$ cat src/rtl/burst_slave_consts.vh
// Constants shared by the burst slave and its word store
`ifndef BURST_SLAVE_CONSTS_VH
`define BURST_SLAVE_CONSTS_VH

`define DATA_W 32
`define ADDR_W 4
`define BCOUNT_W 4
`define OWNER_W 2
`define MEM_DEPTH 16
// Largest burst is 2^(BCOUNT_W-1); power of two
`define MAX_BURST 4'h8
`define CNT_ZERO 4'h0
`define CNT_ONE 4'h1
`define ADDR_ZERO 4'h0
`define DATA_ZERO 32'h0000_0000
`define OWNER_ZERO 2'h0

`endif

$ cat src/rtl/burst_slave.v
// Memory-mapped bus slave with stall, pipelined burst reads, bursts and lock
`include "burst_slave_consts.vh"
`default_nettype none

////////////////////////////////////////////////////////////////////////////////
// Operation
// Slave raises stall whenever it cannot take or answer the request.
// Master waits for stall low before a request counts as taken.
// Idle master assumes nothing about the stall level.
// Master holds controls steady under stall, burst start pulse excepted.
// Slave may raise stall in cycles with no request.
// Master may start a request while stall is already high.
// Slave holds stall high throughout reset.
// Read-valid pulses exactly one cycle per accepted read beat.
// At least one cycle between read acceptance and its read-valid.
// Read data may return while new commands are stalled.
// Pipelined or bursting read interfaces carry the read-valid strobe.
// Bursting master drives burst length, 1 to 11 bits wide.
// Maximum burst length is a power of two.
// n-bit length field encodes at most 2^(n-1); minimum burst is one.
// Address width at least burst length width (word addresses).
// Locked read then unlocked write-back; others' writes blocked between.
// Hold-burst-fields decides how long burst length stays valid.
// Held: address and length steady all burst; else first beat only.
// Burst start pulse lasts only the first burst cycle.
// Lock rises with first locked access, falls on final one.
// Master takes read data only when read-valid is high, in order.
module burst_slave (
    input wire CLOCK_IN,                       // Bus clock, 125 MHz
    input wire SRST_IN,                        // Synchronous reset, active high
    input wire [`ADDR_W-1:0] ADDRESS_IN,       // Word address
    input wire READ_IN,                        // Read request
    input wire WRITE_IN,                       // Write request
    input wire [`DATA_W-1:0] WRITEDATA_IN,     // Write data
    input wire [`BCOUNT_W-1:0] BURSTCOUNT_IN,  // Beats in burst
    input wire BEGINBURST_IN,                  // First cycle of a burst
    input wire LOCK_IN,                        // Locked sequence in progress
    input wire [`OWNER_W-1:0] OWNER_IN,        // Requesting master, from fabric
    input wire HOLD_BURST_FIELDS_IN,           // Address and length held all burst
    output wire WAITREQUEST_OUT,               // Stall request
    output wire [`DATA_W-1:0] READDATA_OUT,    // Read data
    output wire READDATAVALID_OUT,             // Read data valid, one per beat
    output wire LOCKED_OUT                     // Slave held by a locked sequence
);

    localparam [2:0] ST_IDLE = 3'h1;
    localparam [2:0] ST_READ = 3'h2;
    localparam [2:0] ST_WRITE = 3'h4;

    reg [2:0] st_r;
    reg [2:0] st_nxt;
    reg [`BCOUNT_W-1:0] left_r;
    reg [`BCOUNT_W-1:0] left_nxt;
    reg [`BCOUNT_W-1:0] idx_r;
    reg [`BCOUNT_W-1:0] idx_nxt;
    reg [`ADDR_W-1:0] base_r;
    reg [`ADDR_W-1:0] base_nxt;
    reg rvalid_r;
    reg locked_r;
    reg locked_nxt;
    reg [`OWNER_W-1:0] owner_r;
    reg [`OWNER_W-1:0] owner_nxt;

    wire [`DATA_W-1:0] mem_rdata;

    ////////////////////////////////////////////////////////////////////////////
    // Burst length sanitising
    // Zero is below the legal minimum and counts as one beat; codes above
    // the power-of-two ceiling are clipped rather than wrapping the counter.
    reg [`BCOUNT_W-1:0] blen;

    always @* begin
        if (BURSTCOUNT_IN == `CNT_ZERO) begin
            blen = `CNT_ONE;
        end else if (BURSTCOUNT_IN > `MAX_BURST) begin
            blen = `MAX_BURST;
        end else begin
            blen = BURSTCOUNT_IN;
        end
    end

    ////////////////////////////////////////////////////////////////////////////
    // Stall decision
    wire lock_block = locked_r & WRITE_IN & (OWNER_IN != owner_r);
    // Reads wait while a write burst is open; the port has one address path
    wire wait_w = SRST_IN
        | st_r[1]
        | lock_block
        | (st_r[2] & READ_IN);

    assign WAITREQUEST_OUT = wait_w;

    wire take_rd = READ_IN & ~wait_w;
    wire take_wr = WRITE_IN & ~READ_IN & ~wait_w;

    // A burst start pulse resynchronises the beat count mid-burst
    wire first_wr = take_wr & (st_r[0] | BEGINBURST_IN);

    ////////////////////////////////////////////////////////////////////////////
    // Address generation
    wire [`ADDR_W-1:0] wr_base = HOLD_BURST_FIELDS_IN ? ADDRESS_IN : base_r;
    wire [`ADDR_W-1:0] wr_addr = first_wr ? ADDRESS_IN : (wr_base + idx_r);
    wire [`ADDR_W-1:0] rd_addr = base_r + idx_r;
    wire [`ADDR_W-1:0] mem_addr = st_r[1] ? rd_addr : wr_addr;

    ////////////////////////////////////////////////////////////////////////////
    // Transfer sequencing
    always @* begin
        st_nxt = st_r;
        left_nxt = left_r;
        idx_nxt = idx_r;
        base_nxt = base_r;
        case (st_r)
            ST_IDLE: begin
                if (take_rd) begin
                    st_nxt = ST_READ;
                    left_nxt = blen;
                    idx_nxt = `CNT_ZERO;
                    base_nxt = ADDRESS_IN;
                end else if (take_wr) begin
                    base_nxt = ADDRESS_IN;
                    idx_nxt = `CNT_ONE;
                    left_nxt = blen - `CNT_ONE;
                    if (blen != `CNT_ONE) begin
                        st_nxt = ST_WRITE;
                    end
                end
            end
            ST_READ: begin
                // One beat issued per cycle; data shows a cycle later
                idx_nxt = idx_r + `CNT_ONE;
                left_nxt = left_r - `CNT_ONE;
                if (left_r == `CNT_ONE) begin
                    st_nxt = ST_IDLE;
                end
            end
            ST_WRITE: begin
                if (first_wr) begin
                    base_nxt = ADDRESS_IN;
                    idx_nxt = `CNT_ONE;
                    left_nxt = blen - `CNT_ONE;
                    if (blen == `CNT_ONE) begin
                        st_nxt = ST_IDLE;
                    end
                end else if (take_wr) begin
                    idx_nxt = idx_r + `CNT_ONE;
                    left_nxt = left_r - `CNT_ONE;
                    if (left_r == `CNT_ONE) begin
                        st_nxt = ST_IDLE;
                    end
                end
            end
            default: begin
                st_nxt = ST_IDLE;
                left_nxt = `CNT_ZERO;
                idx_nxt = `CNT_ZERO;
            end
        endcase
    end

    ////////////////////////////////////////////////////////////////////////////
    // Lock tracking
    // Only writes from other masters are held off; reads cannot corrupt
    // the read-modify-write in flight.
    always @* begin
        locked_nxt = locked_r;
        owner_nxt = owner_r;
        if (take_rd | take_wr) begin
            if (LOCK_IN) begin
                locked_nxt = 1'b1;
                owner_nxt = OWNER_IN;
            end else if (locked_r & (OWNER_IN == owner_r)) begin
                locked_nxt = 1'b0;
            end
        end
    end

    ////////////////////////////////////////////////////////////////////////////
    // State registers
    always @(posedge CLOCK_IN) begin
        if (SRST_IN) begin
            st_r <= ST_IDLE;
            left_r <= `CNT_ZERO;
            idx_r <= `CNT_ZERO;
            base_r <= `ADDR_ZERO;
            rvalid_r <= 1'b0;
            locked_r <= 1'b0;
            owner_r <= `OWNER_ZERO;
        end else begin
            st_r <= st_nxt;
            left_r <= left_nxt;
            idx_r <= idx_nxt;
            base_r <= base_nxt;
            rvalid_r <= st_r[1];
            locked_r <= locked_nxt;
            owner_r <= owner_nxt;
        end
    end

    ////////////////////////////////////////////////////////////////////////////
    // Storage
    word_store #(
        .DATA_W(`DATA_W),
        .ADDR_W(`ADDR_W),
        .DEPTH(`MEM_DEPTH)
    ) u_store (
        .clk_in(CLOCK_IN),
        .we_in(take_wr),
        .re_in(st_r[1]),
        .addr_in(mem_addr),
        .wdata_in(WRITEDATA_IN),
        .rdata_out(mem_rdata)
    );

    // Read data is driven independently of the stall output
    assign READDATA_OUT = mem_rdata;
    assign READDATAVALID_OUT = rvalid_r;
    assign LOCKED_OUT = locked_r;

endmodule

`default_nettype wire

$ cat src/rtl/word_store.v
// Single-port word memory with registered read data
`default_nettype none

module word_store #(
    parameter DATA_W = 32,
    parameter ADDR_W = 4,
    parameter DEPTH = 16
) (
    input wire clk_in,                 // Clock
    input wire we_in,                  // Write enable
    input wire re_in,                  // Read enable
    input wire [ADDR_W-1:0] addr_in,   // Word address
    input wire [DATA_W-1:0] wdata_in,  // Write data
    output reg [DATA_W-1:0] rdata_out  // Registered read data
);

    reg [DATA_W-1:0] mem_r [0:DEPTH-1];

    always @(posedge clk_in) begin
        if (we_in) begin
            mem_r[addr_in] <= wdata_in;
        end
        if (re_in) begin
            rdata_out <= mem_r[addr_in];
        end
    end

endmodule

`default_nettype wire

$ cat config.mk
export PLATFORM = sky130hd
export DESIGN_NAME = burst_slave
export DESIGN_NICKNAME = d
export VERILOG_FILES = /design/src/rtl/burst_slave.v /design/src/rtl/word_store.v
export VERILOG_INCLUDE_DIRS = /design/src /design/src/rtl
export SDC_FILE = /design/constraint.sdc
export NUM_CORES = 1
export LEC_CHECK = 0
export BUFFER_PORTS_ARGS = -buffer_cell sky130_fd_sc_hd__buf_2
export CAP_MARGIN = 10
export CORE_MARGIN = 3
export CORE_UTILIZATION = 49
export CTS_CLUSTER_SIZE = 8
export DETAILED_ROUTE_END_ITERATION = 8
export HOLD_SLACK_MARGIN = 0.05
export PLACE_DENSITY = 0.66
export SLEW_MARGIN = 10
export SYNTH_ARGS = -nofsm -noshare
export SYNTH_HDL_FRONTEND = slang
export SYNTH_SLANG_ARGS = --single-unit
$ cat constraint.sdc
create_clock -name CLOCK_IN -period 9.7 [get_ports CLOCK_IN]
set_clock_uncertainty 0.05 [all_clocks]
set_input_delay 0.97 -clock CLOCK_IN [delete_from_list [all_inputs] [get_ports CLOCK_IN]]
set_output_delay 0.97 -clock CLOCK_IN [all_outputs]
set_load 0.01 [all_outputs]
==> summary.md <==
| Metric | Value |
|---|---|
| Status | `finished, final reports clean` |
| Mapped Area | `0.0224 sq mm` |
| DRC | `0` |
| Antenna Violating Nets Remaining | `0` |
| DR pass1 iterations | `5` |
| Postcts setup bufs | `0` |
| Highest net fanout along the worst path | `20` |
| Slew @ Worst Pin | `1.13 ns` |
| CTS buffer count | `80` |
| Number of global-route vias before repair | `14,100` |
| DR iter-0 viols | `1,634` |
| Overall Global Routing Usage | `22.3%` |
| Syn Area/Cell | `13.7 sq um` |
| WL final | `53,400 um` |
| Post-cts resize count | `0` |
| Max Clock Freq | `0.208 GHz` |
| Final Instance Count excl. Fillers | `2,330` |
| Most used cell, CP | `buf_4` |
| Num Clock Sinks | `563` |
| Post-Synthesis Cells | `1,640` |
| Slowest CP cell | `nor2_4` |
| Gp weighted congestion | `0.814` |
| Die area | `0.0484 sq mm` |
| Placed insts | `2,234` |
| Worst hold slack | `0.420 ns` |
| WP buf/inv | `3` |
| Worst setup path class | `input pin to register` |
| CP max stage delay | `0.68 ns` |
| Worst Hold Depth | `2` |
| Worst reg2reg path endpoint | `u_store.mem_r[5][29]` |
| Fin crit period | `4.81 ns` |
| CTS tree | `yes` |
| Root Buffer Master | `clkbuf_16` |
| Slew Viols, Final | `0` |
| TNS Setup | `0 ns` |
| Clock transition at the registers of the reported paths | `0.05 ns` |
| Post-synth net total | `1,702` |
| Vias after detailed routing | `13,900` |
| CP Depth | `11` |
| Synth Flop Type | `edfxtp_1` |
| CP startpoint kind | `input pin` |
| Port Buf Inserts | `83` |
| Global route overflow | `0` |
| FF+latch count, synth | `563` |
| WHS Endpoint | `owner_r[1]` |
| Critical path's top delay family | `simple AND/OR/NAND/NOR gates` |
| Worst r2r src | `base_r[0]` |
| RSZ-0062 raised after global routing | `no` |
| Top Ports | `84` |
| Hold path start | `owner_r[1]` |
| Clock Latency Late Sink | `0.60 ns` |
| Share of cells above drive strength 1 | `13.3%` |
| Initial Util | `50.2%` |
| Crit-path cells | `buf_2 > mux2_2 > ha_1 > fa_1 > xor2_1 > a21oi_1 > o31ai_2 > nand2_2 > buf_4 > nor2_4 > buf_4` |
| Hold Crit Class | `register to register` |
| Final Hold Viols | `0` |
| MaxCap Viol Count | `0` |
| Period utilization | `49.5%` |
| CTS Buffer Depth | `3` |
| R2R Setup Slk | `5.15 ns` |
| Post-synth cell types | `52` |
| Register area share after synthesis | `74.5%` |
| Largest net degree at the start of global routing | `175` |
| Core Region | `0.0447 sq mm` |
| Worst path required time | `9.89 ns` |
| Final setup viols | `0` |
| Number of H-tree levels | `3` |
| Post-synth EDFFs | `544` |
| Crit end category | `register` |
| FP Rows | `77` |
| Rel. slew slack | `24.3%` |
| Routed WL per cell | `22.9 um` |
| Cts hold-fix bufs | `0` |
| Post-DP HPWL | `27,900 um` |
| Leakage | `8.76 nW` |
| Peak VDD IR | `0.281 mV` |
| Synth Warn # | `0` |
| Antenna violations before repair | `0` |
| Vias per cell | `5.98` |
| Data arrival time of the worst path | `4.99 ns` |
| Area grow syn2layout | `14.1%` |
| N_diodes | `0` |
| Horiz. Die Dim | `220 um` |
| FF-to-FF path depth | `10` |
| Nets@finish | `1,786` |
| Die Height | `220 um` |
| Power per cell area | `239 mW/mm^2` |
| Ys async rst share | `0%` |
| First-pass GRT wire length | `81,800 um` |
worst max path at each step:
stage,from,endpoint,slack [ns]
floorplan,HOLD_BURST_FIELDS_IN,u_store.mem_r[10][0],4.85
global placement,HOLD_BURST_FIELDS_IN,u_store.mem_r[1][16],4.40
detailed placement,HOLD_BURST_FIELDS_IN,u_store.mem_r[5][19],4.37
CTS,HOLD_BURST_FIELDS_IN,u_store.mem_r[5][21],4.95
global route,HOLD_BURST_FIELDS_IN,u_store.mem_r[2][15],4.73
finish,HOLD_BURST_FIELDS_IN,u_store.mem_r[5][29],4.89
kinds of logic (layout without fill, tap and decap cells):
| family | count (synthesis) | count (layout) | synth area share (%) |
|---|---|---|---|
| compound gates | 512 | 512 | 14.0 |
| mux | 9 | 9 | 0.418 |
| simple gates | 416 | 416 | 7.36 |
| xor+xnor | 9 | 9 | 0.351 |
| flops | 563 | 563 | 74.5 |
| buf+inv | 118 | 216 | 2.56 |
| fa+ha+maj | 13 | 13 | 0.792 |
layout by cell type (no fill, tap or decap), types with 2 or more instances in the layout:
| cell | count |
|---|---|
| a21oi_1 | 308 |
| nor3_1 | 4 |
| nand2b_1 | 3 |
| a21o_1 | 4 |
| o31a_2 | 2 |
| nor2_4 | 17 |
| or3_1 | 3 |
| mux2_2 | 3 |
| inv_1 | 12 |
| nor2b_1 | 3 |
| a22o_1 | 33 |
| xnor2_1 | 6 |
| a311oi_1 | 2 |
| buf_4 | 22 |
| buf_2 | 83 |
| nor2_1 | 22 |
| inv_6 | 3 |
| o31ai_4 | 2 |
| a31oi_1 | 2 |
| dfxtp_1 | 18 |
| clkinv_8 | 2 |
| o21ai_0 | 12 |
| clkbuf_16 | 81 |
| xor2_1 | 3 |
| o211ai_1 | 32 |
| clkbuf_1 | 7 |
| and3_1 | 4 |
| nand2_1 | 342 |
| a22oi_1 | 100 |
| fa_1 | 2 |
| ha_1 | 11 |
| buf_12 | 3 |
| nand3_1 | 10 |
| edfxtp_1 | 544 |
| mux2i_1 | 6 |
flip-flops by register name, indices dropped and copies added, names as in the netlist:
| signal | cells |
|---|---|
| st_r | 3 |
| left_r | 4 |
| base_r | 4 |
| u_store.mem_r | 512 |
| LOCKED_OUT | 1 |
| READDATAVALID_OUT | 1 |
| owner_r | 2 |
| u_store.rdata_out | 32 |
| idx_r | 4 |
layer usage:
metal / vias up / global-route usage [%] / wire length, um
met5: - / 0 / 0
met4: 0 / 8.86 / 1870
met3: 114 / 4.25 / 3680
met2: 533 / 35.6 / 25300
met1: 6953 / 30.4 / 22500
li1: 6325 / - / -
through the flow:
stage	cell area (sq um)	total power (W)	worst slack, ns	utilization [%]
final	25600	0.00613	4.89	57.2
after global routing	25600	0.00636	4.73	57.2
after CTS	25600	0.00617	4.95	57.2
after detailed placement	23400	0.00373	4.37	52.4
after global placement	23400	0.00371	4.40	52.4
after floorplan	22400	0.00345	4.85	-
report_power, final:
group / internal [W] / total (W) / switching [W]
registers: 0.00273 / 0.00274 / 0.0000145
clock network: 0.00149 / 0.00244 / 0.000955
logic: 0.000294 / 0.000946 / 0.000652
synth_stat cells, drive strengths merged (6+ instances only):
master / number / area (sq um)
mux2i: 6 / 60.1
nor2: 39 / 146
buf: 67 / 383
nand3: 10 / 50.1
nand2: 343 / 1290
edfxtp: 544 / 16300
a22oi: 100 / 751
a21oi: 308 / 1540
xnor2: 6 / 52.6
o211ai: 32 / 240
a22o: 33 / 289
inv: 12 / 45.0
dfxtp: 19 / 380
ha: 11 / 138
clkbuf: 39 / 146
o21ai: 13 / 65.1
tightest hold or removal path, stage by stage, from the launching register on:
cell and delay, ns:
dfxtp_1 0.31, nand2_1 0.06, a21oi_1 0.05
final cells by class:
cell class	instances	area, sq um
clock inverter	7	83.8
fill	3496	19100
clock buffer	89	2070
sequential	563	16700
inverter	12	45.0
tap	592	741
multi-input combinational	959	5300
timing repair buffer	108	641
No activity file was read; power rests on OpenSTA's default activity.
